--- config.mk ---
export PLATFORM = sky130hd
export DESIGN_NAME = obs_sequencer
export DESIGN_NICKNAME = d
export VERILOG_FILES = /design/src/verilog/obs_pkg.sv /design/src/verilog/obs_sequencer.sv /design/src/verilog/obs_spi_master.sv
export SDC_FILE = /design/constraint.sdc
export NUM_CORES = 1
export LEC_CHECK = 0
export ABC_AREA = 0
export BUFFER_PORTS_ARGS = -buffer_cell sky130_fd_sc_hd__clkbuf_2
export CORE_MARGIN = 3
export CORE_UTILIZATION = 45
export CTS_CLUSTER_DIAMETER = 100
export DETAILED_ROUTE_END_ITERATION = 7
export GPL_TIMING_DRIVEN = 0
export PLACE_DENSITY = 0.62
export SLEW_MARGIN = 10
export SYNTH_ARGS = -nofsm -noshare
export SYNTH_HDL_FRONTEND = slang
export SYNTH_SLANG_ARGS = --single-unit
export TNS_END_PERCENT = 30
--- constraint.sdc ---
create_clock -name clock -period 10.8 [get_ports clock]
set_input_delay 1.08 -clock clock [delete_from_list [all_inputs] [get_ports clock]]
set_output_delay 1.08 -clock clock [all_outputs]
set_load 0.02 [all_outputs]
--- src/verilog/obs_pkg.sv ---
// constants and types for the fuse burn and verify sequencer
// assumes a sensor slave on a four-wire spi link, mode 1, 16-bit frames
package obs_pkg;

  // clock and link timing
  localparam longint unsigned CLK_HZ      = 64'd25_000_000;
  localparam int              SPI_HALF    = 4;
  localparam int              SPI_GAP     = 8;
  localparam int              SPI_BITS    = 16;

  // times in their own units, counts derived from the clock rate
  localparam longint unsigned PWR_OFF_MS  = 64'd10;
  localparam longint unsigned PWR_UP_MS   = 64'd10;
  localparam longint unsigned POLL_TO_MS  = 64'd100;
  localparam longint unsigned GUARD_WIN_S = 64'd3600;
  localparam longint unsigned PWR_OFF_CYC = (PWR_OFF_MS * CLK_HZ + 999) / 1000;
  localparam longint unsigned PWR_UP_CYC  = (PWR_UP_MS * CLK_HZ + 999) / 1000;
  localparam longint unsigned POLL_TO_CYC = (POLL_TO_MS * CLK_HZ) / 1000;
  localparam longint unsigned GUARD_CYC   = GUARD_WIN_S * CLK_HZ;

  // frame layout
  localparam int PAR_BIT = 15;
  localparam int RW_BIT  = 14;
  localparam logic RW_READ  = 1'b1;
  localparam logic RW_WRITE = 1'b0;

  // device register addresses
  localparam logic [13:0] ADDR_NOP      = 14'h0000;
  localparam logic [13:0] ADDR_PROG     = 14'h0003;
  localparam logic [13:0] ADDR_ANGLE    = 14'h3fff;
  localparam logic [13:0] ADDR_NV_FIRST = 14'h0016;
  localparam logic [13:0] ADDR_ZHIGH    = 14'h0016;
  localparam logic [13:0] ADDR_ZLOW     = 14'h0017;
  localparam logic [13:0] ADDR_CFG_A    = 14'h0018;
  localparam logic [13:0] ADDR_CFG_B    = 14'h0019;

  // programming control bits and values
  localparam int          BIT_ACCESS = 0;
  localparam int          BIT_RELOAD = 2;
  localparam int          BIT_BURN   = 3;
  localparam int          BIT_GUARD  = 6;
  localparam logic [13:0] PROG_DONE  = 14'h0000;
  localparam logic [7:0]  NV_CLEAR   = 8'h00;
  localparam int          CFG_FACTORY_BIT = 0;

  // zero offset split of the measured angle
  localparam int ZLOW_MSB  = 5;
  localparam int ZHIGH_LSB = 6;
  localparam int ANG_MSB   = 13;

  // sequence step numbers
  localparam logic [4:0] ST_PWR1   = 5'h00;
  localparam logic [4:0] ST_CFG_A  = 5'h01;
  localparam logic [4:0] ST_CFG_B  = 5'h02;
  localparam logic [4:0] ST_ANGLE  = 5'h03;
  localparam logic [4:0] ST_ZLOW   = 5'h04;
  localparam logic [4:0] ST_ZHIGH  = 5'h05;
  localparam logic [4:0] ST_RB1    = 5'h06;
  localparam logic [4:0] ST_EN1    = 5'h0a;
  localparam logic [4:0] ST_BURN   = 5'h0b;
  localparam logic [4:0] ST_POLL   = 5'h0c;
  localparam logic [4:0] ST_CLR    = 5'h0d;
  localparam logic [4:0] ST_EN2    = 5'h11;
  localparam logic [4:0] ST_GUARD  = 5'h12;
  localparam logic [4:0] ST_RELOAD = 5'h13;
  localparam logic [4:0] ST_RB2    = 5'h14;
  localparam logic [4:0] ST_PWR2   = 5'h18;
  localparam logic [4:0] ST_RB3    = 5'h19;
  localparam logic [4:0] ST_END    = 5'h1d;

  typedef enum logic [1:0] {
    K_WRITE = 2'b00,
    K_READ  = 2'b01,
    K_POWER = 2'b10,
    K_END   = 2'b11
  } obs_kind_t;

  typedef enum logic [2:0] {
    F_NONE    = 3'b000,
    F_VERIFY1 = 3'b001,
    F_TIMEOUT = 3'b010,
    F_GUARD   = 3'b011,
    F_FINAL   = 3'b100,
    F_WINDOW  = 3'b101
  } obs_fail_t;

  typedef struct packed {
    obs_kind_t   kind;
    logic [13:0] addr;
    logic [13:0] data;
    logic        chk;
  } obs_step_t;

  typedef struct packed {
    logic        req;
    logic [15:0] word;
  } obs_frame_t;

endpackage : obs_pkg

--- src/verilog/obs_sequencer.sv ---
// host sequencer that burns and verifies the sensor's fuse registers
// assumes the sensor's power rail is switched by pwr_en_q and the link
// is the sensor's spi slave; one start runs the whole sequence
`timescale 1ns/1ps
// Operation
// - after power-up write both custom config words before any burn
// - factory bit 0 of custom_config_a is always written as zero
// - angle bits 5:0 go to zero_offset_low, bits 13:6 to zero_offset_high
// - read back the four fuse registers 0x0016 to 0x0019 before burning
// - every readback comparison ignores bit 0 of custom_config_a
// - set fuse_access_enable only after the first readback matched
// - after access is enabled, start the burn with fuse_burn_start
// - poll the programming control register until it reads 0x0000
// - after the burn write 0x00 to every fuse register location
// - enable access again, then set guard_band_select to 1
// - setting fuse_reload makes the device reload from the fuses
// - guard-banded mismatch marks the part bad; never program it again
// - after a passing guard check power-cycle and compare a third time
// - guard band used only in this sequence, within one hour of burn
module obs_sequencer #(
  parameter int unsigned PWR_OFF_CYC = int'(obs_pkg::PWR_OFF_CYC),
  parameter int unsigned PWR_UP_CYC  = int'(obs_pkg::PWR_UP_CYC),
  parameter int unsigned POLL_TO_CYC = int'(obs_pkg::POLL_TO_CYC),
  parameter logic [39:0] GUARD_CYC   = 40'(obs_pkg::GUARD_CYC)
) (
  // system
  input  wire logic       clock,
  input  wire logic       nrst,
  // user orders
  input  wire logic       start,
  input  wire logic [7:0] cfg_a,
  input  wire logic [7:0] cfg_b,
  // user status
  output logic            busy_q,
  output logic            done_q,
  output logic            pass_q,
  output obs_pkg::obs_fail_t fail_code_q,
  output logic            locked_q,
  output logic [13:0]     zero_offset_q,
  // sensor power and link
  output logic            pwr_en_q,
  output logic            spi_sclk,
  output logic            spi_csn,
  output logic            spi_mosi,
  input  wire logic       spi_miso
);

  typedef enum logic [2:0] {
    S_IDLE    = 3'b000,
    S_PWR_OFF = 3'b001,
    S_PWR_UP  = 3'b010,
    S_ISSUE   = 3'b011,
    S_CMD     = 3'b100,
    S_DATA    = 3'b101,
    S_EVAL    = 3'b110
  } obs_state_t;

  obs_state_t          state_q;
  logic [4:0]          step_q;
  logic [7:0]          ca_q;
  logic [7:0]          cb_q;
  logic [31:0]         cnt_q;
  logic [39:0]         guard_q;
  logic                guard_on_q;
  logic [15:0]         rx_q;
  obs_pkg::obs_frame_t frame_q;
  logic                spi_done;
  logic [15:0]         spi_rx;

  // frame with even parity over the whole word
  function automatic logic [15:0] frame_of(input logic rw,
                                           input logic [13:0] v);
    frame_of = {^{rw, v}, rw, v};
  endfunction : frame_of

  // a single one in bit b of a 14-bit register word
  function automatic logic [13:0] bit_word(input int b);
    bit_word = 14'h0001 << b;
  endfunction : bit_word

  // value the fuse register at addr must hold
  function automatic logic [7:0] expect_of(input logic [13:0] addr,
                                           input logic [7:0] a,
                                           input logic [7:0] b,
                                           input logic [13:0] z);
    logic [7:0] r;
    r = 8'h00;
    if (addr == obs_pkg::ADDR_ZHIGH) begin
      r = z[obs_pkg::ANG_MSB:obs_pkg::ZHIGH_LSB];
    end else if (addr == obs_pkg::ADDR_ZLOW) begin
      r = {2'b00, z[obs_pkg::ZLOW_MSB:0]};
    end else if (addr == obs_pkg::ADDR_CFG_A) begin
      r = a;
    end else if (addr == obs_pkg::ADDR_CFG_B) begin
      r = b;
    end
    expect_of = r;
  endfunction : expect_of

  // the sequence as a table of steps
  function automatic obs_pkg::obs_step_t step_of(input logic [4:0] s,
                                                 input logic [7:0] a,
                                                 input logic [7:0] b,
                                                 input logic [13:0] z);
    obs_pkg::obs_step_t r;
    logic [1:0]         off;
    r = '{kind: obs_pkg::K_END, addr: obs_pkg::ADDR_NOP,
          data: 14'h0000, chk: 1'b0};
    off = 2'b00;
    if (s == obs_pkg::ST_PWR1 || s == obs_pkg::ST_PWR2) begin
      r.kind = obs_pkg::K_POWER;
    end else if (s == obs_pkg::ST_CFG_A) begin
      r.kind = obs_pkg::K_WRITE;
      r.addr = obs_pkg::ADDR_CFG_A;
      r.data = {6'h00, a};
    end else if (s == obs_pkg::ST_CFG_B) begin
      r.kind = obs_pkg::K_WRITE;
      r.addr = obs_pkg::ADDR_CFG_B;
      r.data = {6'h00, b};
    end else if (s == obs_pkg::ST_ANGLE) begin
      r.kind = obs_pkg::K_READ;
      r.addr = obs_pkg::ADDR_ANGLE;
    end else if (s == obs_pkg::ST_ZLOW) begin
      r.kind = obs_pkg::K_WRITE;
      r.addr = obs_pkg::ADDR_ZLOW;
      r.data = {8'h00, z[obs_pkg::ZLOW_MSB:0]};
    end else if (s == obs_pkg::ST_ZHIGH) begin
      r.kind = obs_pkg::K_WRITE;
      r.addr = obs_pkg::ADDR_ZHIGH;
      r.data = {6'h00, z[obs_pkg::ANG_MSB:obs_pkg::ZHIGH_LSB]};
    end else if (s == obs_pkg::ST_EN1 || s == obs_pkg::ST_EN2) begin
      r.kind = obs_pkg::K_WRITE;
      r.addr = obs_pkg::ADDR_PROG;
      r.data = bit_word(obs_pkg::BIT_ACCESS);
    end else if (s == obs_pkg::ST_BURN) begin
      r.kind = obs_pkg::K_WRITE;
      r.addr = obs_pkg::ADDR_PROG;
      r.data = bit_word(obs_pkg::BIT_BURN);
    end else if (s == obs_pkg::ST_POLL) begin
      r.kind = obs_pkg::K_READ;
      r.addr = obs_pkg::ADDR_PROG;
    end else if (s == obs_pkg::ST_GUARD) begin
      r.kind = obs_pkg::K_WRITE;
      r.addr = obs_pkg::ADDR_PROG;
      r.data = bit_word(obs_pkg::BIT_GUARD);
    end else if (s == obs_pkg::ST_RELOAD) begin
      r.kind = obs_pkg::K_WRITE;
      r.addr = obs_pkg::ADDR_PROG;
      r.data = bit_word(obs_pkg::BIT_RELOAD);
    end else if (s >= obs_pkg::ST_CLR && s < obs_pkg::ST_EN2) begin
      off    = 2'(s - obs_pkg::ST_CLR);
      r.kind = obs_pkg::K_WRITE;
      r.addr = obs_pkg::ADDR_NV_FIRST + {12'h000, off};
      r.data = {6'h00, obs_pkg::NV_CLEAR};
    end else if (s >= obs_pkg::ST_RB1 && s < obs_pkg::ST_EN1) begin
      off    = 2'(s - obs_pkg::ST_RB1);
      r.kind = obs_pkg::K_READ;
      r.addr = obs_pkg::ADDR_NV_FIRST + {12'h000, off};
      r.chk  = 1'b1;
    end else if (s >= obs_pkg::ST_RB2 && s < obs_pkg::ST_PWR2) begin
      off    = 2'(s - obs_pkg::ST_RB2);
      r.kind = obs_pkg::K_READ;
      r.addr = obs_pkg::ADDR_NV_FIRST + {12'h000, off};
      r.chk  = 1'b1;
    end else if (s >= obs_pkg::ST_RB3 && s < obs_pkg::ST_END) begin
      off    = 2'(s - obs_pkg::ST_RB3);
      r.kind = obs_pkg::K_READ;
      r.addr = obs_pkg::ADDR_NV_FIRST + {12'h000, off};
      r.chk  = 1'b1;
    end
    step_of = r;
  endfunction : step_of

  // decoding of the current step and its outcome
  obs_pkg::obs_step_t cur;
  assign cur = step_of(step_q, ca_q, cb_q, zero_offset_q);

  wire [7:0] exp_v  = expect_of(cur.addr, ca_q, cb_q, zero_offset_q);
  wire [7:0] got_m  = (cur.addr == obs_pkg::ADDR_CFG_A) ?
                      (rx_q[7:0] & ~8'h01) : rx_q[7:0];
  wire [7:0] exp_m  = (cur.addr == obs_pkg::ADDR_CFG_A) ?
                      (exp_v & ~8'h01) : exp_v;
  wire       miss   = cur.chk && (got_m != exp_m);
  wire       is_ang = (step_q == obs_pkg::ST_ANGLE);
  wire       is_pol = (step_q == obs_pkg::ST_POLL);
  wire       burned = (rx_q[13:0] == obs_pkg::PROG_DONE);
  wire       pol_to = (cnt_q >= POLL_TO_CYC);
  wire       win_to = guard_on_q && (guard_q >= GUARD_CYC);
  wire       in_rb2 = (step_q >= obs_pkg::ST_RB2) &&
                      (step_q < obs_pkg::ST_PWR2);
  wire       in_rb3 = (step_q >= obs_pkg::ST_RB3);

  wire obs_pkg::obs_fail_t miss_code =
    in_rb3 ? obs_pkg::F_FINAL :
    in_rb2 ? obs_pkg::F_GUARD : obs_pkg::F_VERIFY1;

  wire [15:0] cmd_word  = frame_of(cur.kind == obs_pkg::K_READ ?
                                   obs_pkg::RW_READ : obs_pkg::RW_WRITE,
                                   cur.addr);
  wire [15:0] tail_word = (cur.kind == obs_pkg::K_READ) ?
                          frame_of(obs_pkg::RW_READ, obs_pkg::ADDR_NOP) :
                          frame_of(obs_pkg::RW_WRITE, cur.data);

  // guard window counter runs from burn start to the end of readback two
  always_ff @(posedge clock or negedge nrst) begin
    if (!nrst) begin
      guard_q <= 40'h00_0000_0000;
    end else if (guard_on_q) begin
      guard_q <= guard_q + 40'h00_0000_0001;
    end else begin
      guard_q <= 40'h00_0000_0000;
    end
  end

  always_ff @(posedge clock or negedge nrst) begin
    if (!nrst) begin
      state_q       <= S_IDLE;
      step_q        <= 5'h00;
      ca_q          <= 8'h00;
      cb_q          <= 8'h00;
      cnt_q         <= 32'h0000_0000;
      guard_on_q    <= 1'b0;
      rx_q          <= 16'h0000;
      frame_q       <= '{req: 1'b0, word: 16'h0000};
      busy_q        <= 1'b0;
      done_q        <= 1'b0;
      pass_q        <= 1'b0;
      fail_code_q   <= obs_pkg::F_NONE;
      locked_q      <= 1'b0;
      zero_offset_q <= 14'h0000;
      pwr_en_q      <= 1'b1;
    end else begin
      done_q      <= 1'b0;
      frame_q.req <= 1'b0;
      cnt_q       <= cnt_q + 32'h0000_0001;
      unique case (state_q)
        S_IDLE: if (start && !locked_q) begin
          ca_q        <= cfg_a & ~8'h01;
          cb_q        <= cfg_b;
          step_q      <= obs_pkg::ST_PWR1;
          busy_q      <= 1'b1;
          pass_q      <= 1'b0;
          fail_code_q <= obs_pkg::F_NONE;
          state_q     <= S_ISSUE;
        end
        S_PWR_OFF: if (cnt_q >= PWR_OFF_CYC) begin
          pwr_en_q <= 1'b1;
          cnt_q    <= 32'h0000_0000;
          state_q  <= S_PWR_UP;
        end
        S_PWR_UP: if (cnt_q >= PWR_UP_CYC) begin
          step_q  <= step_q + 5'h01;
          state_q <= S_ISSUE;
        end
        S_ISSUE: begin
          unique case (cur.kind)
            obs_pkg::K_POWER: begin
              pwr_en_q   <= 1'b0;
              guard_on_q <= 1'b0;
              cnt_q      <= 32'h0000_0000;
              state_q    <= S_PWR_OFF;
            end
            obs_pkg::K_END: begin
              pass_q  <= 1'b1;
              done_q  <= 1'b1;
              busy_q  <= 1'b0;
              state_q <= S_IDLE;
            end
            default: begin
              if (step_q == obs_pkg::ST_BURN) begin
                locked_q   <= 1'b1;
                guard_on_q <= 1'b1;
              end
              frame_q <= '{req: 1'b1, word: cmd_word};
              state_q <= S_CMD;
            end
          endcase
        end
        S_CMD: if (spi_done) begin
          frame_q <= '{req: 1'b1, word: tail_word};
          state_q <= S_DATA;
        end
        S_DATA: if (spi_done) begin
          rx_q    <= spi_rx;
          state_q <= S_EVAL;
        end
        S_EVAL: begin
          if (win_to) begin
            fail_code_q <= obs_pkg::F_WINDOW;
            done_q      <= 1'b1;
            busy_q      <= 1'b0;
            state_q     <= S_IDLE;
          end else if (miss) begin
            fail_code_q <= miss_code;
            done_q      <= 1'b1;
            busy_q      <= 1'b0;
            state_q     <= S_IDLE;
          end else if (is_pol && !burned) begin
            if (pol_to) begin
              fail_code_q <= obs_pkg::F_TIMEOUT;
              done_q      <= 1'b1;
              busy_q      <= 1'b0;
              state_q     <= S_IDLE;
            end else begin
              state_q <= S_ISSUE;
            end
          end else begin
            if (is_ang) begin
              zero_offset_q <= rx_q[13:0];
            end
            cnt_q   <= 32'h0000_0000;
            step_q  <= step_q + 5'h01;
            state_q <= S_ISSUE;
          end
        end
        default: state_q <= S_IDLE;
      endcase
    end
  end

  obs_spi_master u_spi (
    .clock  (clock),
    .nrst   (nrst),
    .req    (frame_q),
    .done_q (spi_done),
    .rx_q   (spi_rx),
    .sclk_q (spi_sclk),
    .csn_q  (spi_csn),
    .mosi_q (spi_mosi),
    .miso   (spi_miso)
  );

endmodule : obs_sequencer

--- src/verilog/obs_spi_master.sv ---
// spi master moving one 16-bit frame per request, mode 1
// assumes a slave that shifts out on rising sclk and samples on falling
`timescale 1ns/1ps
module obs_spi_master (
  // system
  input  wire logic              clock,
  input  wire logic              nrst,
  // frame request and answer
  input  wire obs_pkg::obs_frame_t req,
  output logic                   done_q,
  output logic [15:0]            rx_q,
  // link pins
  output logic                   sclk_q,
  output logic                   csn_q,
  output logic                   mosi_q,
  input  wire logic              miso
);

  typedef enum logic [2:0] {
    SP_IDLE  = 3'b000,
    SP_LEAD  = 3'b001,
    SP_HIGH  = 3'b010,
    SP_LOW   = 3'b011,
    SP_TRAIL = 3'b100,
    SP_GAP   = 3'b101
  } obs_sp_t;

  obs_sp_t     state_q;
  logic [3:0]  cnt_q;
  logic [4:0]  bit_q;
  logic [15:0] sh_q;
  logic        m1_q;
  logic        m2_q;

  wire half_end = (cnt_q == 4'(obs_pkg::SPI_HALF - 1));
  wire gap_end  = (cnt_q == 4'(obs_pkg::SPI_GAP - 1));
  wire last_bit = (bit_q == 5'(obs_pkg::SPI_BITS - 1));

  // miso crosses in through two flops
  always_ff @(posedge clock or negedge nrst) begin
    if (!nrst) begin
      m1_q <= 1'b0;
      m2_q <= 1'b0;
    end else begin
      m1_q <= miso;
      m2_q <= m1_q;
    end
  end

  always_ff @(posedge clock or negedge nrst) begin
    if (!nrst) begin
      state_q <= SP_IDLE;
      cnt_q   <= 4'h0;
      bit_q   <= 5'h00;
      sh_q    <= 16'h0000;
      rx_q    <= 16'h0000;
      done_q  <= 1'b0;
      sclk_q  <= 1'b0;
      csn_q   <= 1'b1;
      mosi_q  <= 1'b0;
    end else begin
      done_q <= 1'b0;
      cnt_q  <= cnt_q + 4'h1;
      unique case (state_q)
        SP_IDLE: begin
          cnt_q <= 4'h0;
          if (req.req) begin
            sh_q    <= req.word;
            csn_q   <= 1'b0;
            state_q <= SP_LEAD;
          end
        end
        SP_LEAD: if (half_end) begin
          sclk_q  <= 1'b1;
          mosi_q  <= sh_q[15];
          sh_q    <= {sh_q[14:0], 1'b0};
          bit_q   <= 5'h00;
          cnt_q   <= 4'h0;
          state_q <= SP_HIGH;
        end
        SP_HIGH: if (half_end) begin
          sclk_q  <= 1'b0;
          cnt_q   <= 4'h0;
          state_q <= SP_LOW;
        end
        SP_LOW: if (half_end) begin
          rx_q  <= {rx_q[14:0], m2_q};
          cnt_q <= 4'h0;
          if (last_bit) begin
            state_q <= SP_TRAIL;
          end else begin
            bit_q   <= bit_q + 5'h01;
            sclk_q  <= 1'b1;
            mosi_q  <= sh_q[15];
            sh_q    <= {sh_q[14:0], 1'b0};
            state_q <= SP_HIGH;
          end
        end
        SP_TRAIL: if (half_end) begin
          csn_q   <= 1'b1;
          mosi_q  <= 1'b0;
          cnt_q   <= 4'h0;
          state_q <= SP_GAP;
        end
        SP_GAP: if (gap_end) begin
          done_q  <= 1'b1;
          state_q <= SP_IDLE;
        end
        default: state_q <= SP_IDLE;
      endcase
    end
  end

endmodule : obs_spi_master

* Yosys cells after proc, flatten, opt, wreduce, memory -nomap -nowiden
Index checks and enable logic that the tools add are counted.
** Storage, ports and cells
- Register bits :: 197
- Input port bits :: 20
- Output and inout bits :: 25
- Logic and storage cells :: 305
** Cells by class
- Add/sub/neg operators :: 13
- $lt $le $gt $ge :: 11
- Equality and inequality tests :: 54
- Multiplexer cells :: 143
- Bitwise logic cells :: 5
- Reductions and logical operators :: 51
** Operator list (count)
- $mux 30 :: 17
- $mux 16 :: 11
- $mux 32 :: 5
- $mux 15 :: 10
- $pmux 32 s3 :: 1
- $mux 3 :: 21
- $eq 14x5->1 const B :: 4
- $pmux 16 s3 :: 1
- $mux 1 :: 41
- $add 40x1->40 const B :: 1
- $ge 40x37->1 const B :: 1
- $mux 40 :: 1
- $mux 5 :: 8
- $mux 17 :: 2
- $pmux 17 s2 :: 1
- $add 32x1->32 const B :: 1
- $ge 32x18->1 const B :: 1
- $ge 32x22->1 const B :: 1
- $mux 8 :: 4
- $reduce_and 5->1 :: 6
- $reduce_xor 15->1 :: 2
- $mux 29 :: 1
- $add 5x2->6 const A :: 4
- $ne 2x2->1 const B :: 11
- 49 further kinds :: 121

* Depth between registers and ports, before layout
- Word-level depth :: 45
- Gate-level depth with buffers :: 24
- Depth with buffers taken out :: 19

* Modules after synthesis
Synthesis repeated with hierarchy kept, for this count alone.
** Unflattened totals
- Cells, all modules :: 1134
- Area total of the unflattened synthesis :: 10969.3 µm²
** By module, submodules not included
- obs_sequencer :: instances 1, cells each 927, area an instance 8635.8 µm², seq. area each 3604.7 µm²
- obs_spi_master :: instances 1, cells each 207, area an instance 2333.5 µm², seq. area each 1252.5 µm²

* Worst setup path before layout
Ideal clock, no wire load.
- Path type :: register to register
- Start point :: register step_q[1]
- End point :: register done_q
- Arrival time :: 4571 ps
- Required time :: 10676 ps
- Setup slack :: 6104 ps
- Cell stages (with the launch flop) :: 21
- Cells stage by stage :: dfrtp_1 > clkbuf_1 > inv_1 > ha_1 > clkbuf_1 > or4_1 > and3_1 > nand2_2 > o21a_1 > o21ai_0 > o31ai_1 > ha_1 > and4b_1 > buf_6 > and3b_1 > or3_1 > a311oi_2 > nand4_4 > a211oi_4 > nor2_2 > or2_1
** On the way
- Cells in the longest elaborated chain, start to end :: 37
- Elaborated cells between the ends (all ways) :: 101
- Classes of those cells :: add/sub (8); order compare (8); eq/ne (18); mux (58); reduce/logical (9)
** RTL lines
- from (decl) :: line obs_sequencer.sv:59 : logic [4:0] step_q;
- from (signal assigned) :: line obs_sequencer.sv:240 : step_q <= obs_pkg::ST_PWR1;
- from (signal assigned) :: line obs_sequencer.sv:252 : step_q <= step_q + 5'h01;
- from (signal assigned) :: line obs_sequencer.sv:312 : step_q <= step_q + 5'h01;
- $sub 2x1->2, or another cell as far along :: line obs_sequencer.sv:151, obs_sequencer.sv:166
- $add 5x2->6 / $logic_and 1x1->1 (equally long branches) :: line obs_sequencer.sv:153, obs_sequencer.sv:168, obs_sequencer.sv:165
- $mux 16 :: line obs_sequencer.sv:165 : end else if (s >= obs_pkg::ST_RB3 && s < obs_pkg::ST_END) begin
- $mux 16 :: line obs_sequencer.sv:160 : end else if (s >= obs_pkg::ST_RB2 && s < obs_pkg::ST_PWR2) begin
- $mux 16 :: line obs_sequencer.sv:155 : end else if (s >= obs_pkg::ST_RB1 && s < obs_pkg::ST_EN1) begin
- $mux 16 :: line obs_sequencer.sv:150 : end else if (s >= obs_pkg::ST_CLR && s < obs_pkg::ST_EN2) begin
- $mux 30 :: line obs_sequencer.sv:146 : end else if (s == obs_pkg::ST_RELOAD) begin
- $mux 30 :: line obs_sequencer.sv:142 : end else if (s == obs_pkg::ST_GUARD) begin
- [21 not listed]
- $mux 8 :: line obs_sequencer.sv:90 : end else if (addr == obs_pkg::ADDR_ZLOW) begin
- $mux 8 :: line obs_sequencer.sv:88 : if (addr == obs_pkg::ADDR_ZHIGH) begin
- $mux 1 :: line obs_sequencer.sv:181 : wire [7:0] exp_m = (cur.addr == obs_pkg::ADDR_CFG_A) ?
- $ne 8x8->1 :: line obs_sequencer.sv:183 : wire miss = cur.chk && (got_m != exp_m);
- $logic_and 1x1->1 :: line obs_sequencer.sv:183
- $mux 1 :: line obs_sequencer.sv:293 : end else if (miss) begin
- $mux 1 :: line obs_sequencer.sv:288 : if (win_to) begin
- $pmux 1 s2 * :: line obs_sequencer.sv:236 : unique case (state_q)
- to (signal assigned) :: line obs_sequencer.sv:290 : done_q <= 1'b1;
- to (signal assigned) :: line obs_sequencer.sv:295 : done_q <= 1'b1;
- to (signal assigned) :: line obs_sequencer.sv:301 : done_q <= 1'b1;
- to (decl) :: line obs_sequencer.sv:35 : output logic done_q,
Mark *: on every way between the ends. The rest lies on a longest branch, timed or not. The select of a mux whose other input is x is not followed.
A chain may end at the register's enable or synchronous reset.

* Worst setup path after layout
- Start point :: register step_q[1]
- End point :: register cnt_q[9]
** On the way
- Cells in the longest elaborated chain, start to end :: 37
- Elaborated cells between the ends (all ways) :: 101
- Classes of those cells :: add/sub (8); order compare (8); eq/ne (18); mux (58); reduce/logical (9)
** RTL lines
- $sub 2x1->2, or another cell as far along :: line obs_sequencer.sv:151, obs_sequencer.sv:166
- $add 5x2->6 / $logic_and 1x1->1 (equally long branches) :: line obs_sequencer.sv:153, obs_sequencer.sv:168, obs_sequencer.sv:165
- $mux 16 :: line obs_sequencer.sv:165
- $mux 16 :: line obs_sequencer.sv:160
- $mux 16 :: line obs_sequencer.sv:155
- $mux 16 :: line obs_sequencer.sv:150
- $mux 30 :: line obs_sequencer.sv:146
- $mux 30 :: line obs_sequencer.sv:142
- [21 not listed]
- $mux 8 :: line obs_sequencer.sv:90
- $mux 8 :: line obs_sequencer.sv:88
- $mux 1 :: line obs_sequencer.sv:181
- $ne 8x8->1 :: line obs_sequencer.sv:183
- $logic_and 1x1->1 :: line obs_sequencer.sv:183
- $mux 32 :: line obs_sequencer.sv:293
- $mux 32 :: line obs_sequencer.sv:288
- $pmux 32 s3 * :: line obs_sequencer.sv:236
- to (signal assigned) :: line obs_sequencer.sv:235 : cnt_q <= cnt_q + 32'h0000_0001;
- to (decl) :: line obs_sequencer.sv:62 : logic [31:0] cnt_q;
Marked as above.

==> out/results.tsv <==
stage	metric	value	unit
logic_synthesis	syn avg cell area	9.693	um2
power	power density over the cells	113.1	nW/um2
timing	setup violators final	0	
placed_design	DP Worst Slack	5.026	ns
clocking	Num CTS Buffers	17	
logic_synthesis	syn nets	1148	
power	worst ir drop on vdd	78.34	uV
final_layout	nets	1211	
timing	actual slew at the worst max-slew pin	1.054	ns
logic_synthesis	synth warn	0	
route	via count	8529	
timing	Max Fclk	168.0	MHz
floorplan	Core Region	23050	um2
route	1st-pass router iterations	7	
final_layout	Area Growth Syn to Fin	11.29	%
route	drt drc	0	
route	Antenna Nets Post-Route	0	
power	total power	1.355	mW
setup_path	Worst Setup Start Kind	register	
setup_path	critical path fanouts, max	10	
clocking	Post-CTS Hold Fix Bufs	0	
logic_synthesis	Syn Std Cell Area	10760	um2
setup_path	critical path cell sequence	clkbuf_1 > inv_1 > ha_1 > clkbuf_1 > or4_1 > and3_1 > nand2_2 > o21a_1 > o21ai_0 > o31ai_1 > inv_1 > ha_1 > clkbuf_1 > a32o_1 > a221oi_1 > a31oi_1 > a22oi_1 > nand4_4 > nand3_1 > o2111a_2 > buf_6 > nor2_1	
logic_synthesis	Mapped Cells	1110	
final_layout	# diodes	0	
final_layout	layout cells sized above 1	0.1535	
timing	setup_tns	0	ns
setup_path	Critical Path AT	6.28	ns
route	DR WL/cell	17.34	um
logic_synthesis	Post-synth ARST share	1.000	
placed_design	routability congestion estimate	0.9147	
route	Post-Route WL	26.00	mm
setup_path	Buf/Inv on CP	6	
worst_hold_path	worst min-delay path class	register to register	
setup_path	CP delay by family, top	compound AO/OA/AOI/OAI gates	
logic_synthesis	flops & latches, synth	192	
setup_path	crit path kind	register to register	
logic_synthesis	top_reg_cell synth	dfrtp_1	
timing	Hold Fails Final Rpt	0	
floorplan	Die ar.	25800	um2
floorplan	I/O pin cnt	45	
clocking	worst skew pair latency	0.45	ns
floorplan	Horiz. Die Dim	160.6	um
floorplan	initial core utilization	0.4667	
logic_synthesis	most frequent cell after synthesis	dfrtp_1	
logic_synthesis	synth top area cells	dfrtp_1, mux2_2, nand2_1	
clocking	Clk pin slew, worst setup/hold paths	0.08	ns
status	status	finished, final reports clean	
floorplan	row count	55	
placed_design	post-DP HPWL	18.55	mm
timing	Setup Skew	0.02123	ns
route	vias per std cell	5.690	
clocking	CTS resizes	0	
global_routing	total gr overflow	0	
setup_path	most frequent CP cell	clkbuf_1	
clocking	post-CTS setup buffers	0	
clocking	CTS root buf	clkbuf_16	
power	P_leak	5.466	nW
placed_design	I/O Buffers	43	
global_routing	Tot GR Track Use	0.2071	
clocking	Num Clock Sinks	192	
logic_synthesis	Post-synth EDFFs	0	
setup_path	CP Data Required Time	11.13	ns
clocking	# H-tree levels	4	
final_layout	fin util	0.5194	
logic_synthesis	area share of the largest cell type after synthesis	0.4419	
global_routing	vias in the first global route	8306	
clocking	CTS Buffer Depth	2	
logic_synthesis	most frequent cells after synthesis	dfrtp_1, nand2_1, nor2_1	
setup_path	CP max stage delay	0.56	ns
global_routing	initial antenna violation count	0	
floorplan	die height	160.6	um
logic_synthesis	Yosys top cell by area	dfrtp_1	
timing	Tmin final	5.951	ns
route	DR iter-0 viols	733	
timing	final worst slack	4.849	ns
global_routing	largest net degree at the start of global routing	102	
logic_synthesis	register area share after synthesis	0.4468	
setup_path	CP max stage cell	o31ai_1	
setup_path	Worst Setup End Kind	register	
timing	RSZ-0062 raised after global routing	no	
job	Max-Cap Viols	0	
timing	period utilization	0.5510	
global_routing	first-pass GRT wire length	43.55	mm
timing	Max Slew Vio Count	0	
logic_synthesis	Netlist cell types	91	
timing	Relative slew margins	0.2876	
clocking	TritonCTS clock tree	built	
==> worst paths after layout <==
path | startpoint | end | slack [ns] | cells past startpoint
setup / recovery | step_q[1] | cnt_q[9] | 4.85 | 22
hold / removal | u_spi.m1_q | u_spi.m2_q | 0.35 | 0
setup reg to reg | step_q[1] | cnt_q[9] | 4.85 | 22
hold reg to reg | u_spi.m1_q | u_spi.m2_q | 0.35 | 0
max in group asynchronous | nrst | pwr_en_q | 9.13 | 2
min in group asynchronous | nrst | guard_q[30] | 0.71 | 1
==> power breakdown <==
part | switching (mW) | total (mW) | internal (mW)
Clock | 0.310 | 0.617 | 0.307
Sequential | 0.0000793 | 0.719 | 0.719
Combinational | 0.0150 | 0.0189 | 0.00387
==> cell type report <==
cell class	count	area, um2
fill	2115	11080
multi-input combinational	830	5530
sequential	192	4807
clock buffer	17	425.4
tap	313	391.6
buffer	60	316.6
timing repair buffer	44	251.5
clock inverter	15	146.4
inverter	28	105.1
==> metrics by stage <==
| step | std cells | instance area (um2) | hold WS [ns] |
|---|---|---|---|
| after global routing | 1499 | 11970 | 0.3705 |
| final | 1499 | 11970 | 0.3506 |
| after CTS | 1499 | 11970 | 0.3530 |
| after floorplan | 1110 | 10760 | 0.3312 |
| after detailed placement | 1467 | 11400 | 0.3356 |
| after global placement | 1466 | 11370 | 0.3326 |
==> worst register-to-register path, stage by stage (launching register included) <==
cell	delay [ns]
dfrtp_1	0.46
clkbuf_1	0.38
inv_1	0.16
ha_1	0.25
clkbuf_1	0.22
or4_1	0.51
and3_1	0.24
nand2_2	0.11
o21a_1	0.12
o21ai_0	0.12
o31ai_1	0.56
inv_1	0.14
ha_1	0.25
clkbuf_1	0.26
a32o_1	0.32
a221oi_1	0.25
a31oi_1	0.08
a22oi_1	0.36
nand4_4	0.22
nand3_1	0.27
o2111a_2	0.34
buf_6	0.18
nor2_1	0.06
==> cells by family after synthesis <==
logic type                 Yosys count  share of synthesized area
adders and majority gates           19                    0.02186
buffers and inverters               88                    0.03919
muxes                               54                    0.05570
AOI/OAI and AO/OA                  216                     0.1485
xor gates and xnor gates            77                    0.06396
DFF                                192                     0.4468
and+or+nand+nor                    464                     0.2240
==> sequential cells by signal, summed over array words and instances (netlist names), 3 cells and up <==
register / count
guard_q: 40
cnt_q: 32
u_spi.sh_q: 16
rx_q: 14
u_spi.rx_q: 14
zero_offset_q: 14
frame_q: 12
cb_q: 8
ca_q: 7
step_q: 5
u_spi.bit_q: 5
u_spi.cnt_q: 4
fail_code_q: 3
state_q: 3
u_spi.state_q: 3
==> layer usage <==
metal  wire (um)  GRT usage  share of wire  up-vias
met5           0          0              0        -
met3        1369    0.04643          0.053       44
met1       11940     0.2850           0.46     4155
met4         670    0.06667          0.026        0
met2       12020     0.3258           0.46      232
li1            -          -              -     4098
==> layout by cell type, fill, tap and decap left out, types with 6 or more instances in the layout <==
cell,netlist,layout
mux2_2,47,47
a31oi_1,18,18
nand2_1,113,113
clkbuf_16,0,17
and3_1,23,23
clkbuf_1,34,34
and2_1,37,37
nand2b_1,10,10
nor3_1,15,15
o211ai_1,6,6
nor4_1,9,9
clkbuf_2,0,42
nor2b_1,21,21
a211oi_1,7,7
nand3_1,56,56
o21ai_0,34,34
buf_2,9,9
a21o_1,6,6
buf_6,6,6
and4_1,7,7
o21a_1,8,8
a221o_1,8,8
nand4_1,15,15
or3_1,11,11
a21boi_0,7,7
xor2_1,36,36
ha_1,18,18
mux2i_1,7,7
dfrtp_1,190,190
a32o_1,7,7
clkinv_4,0,6
nor2_1,104,104
xnor2_1,40,40
inv_1,28,28
a21oi_1,45,45
a22oi_1,11,11
(Power assumes the default switching activity.)
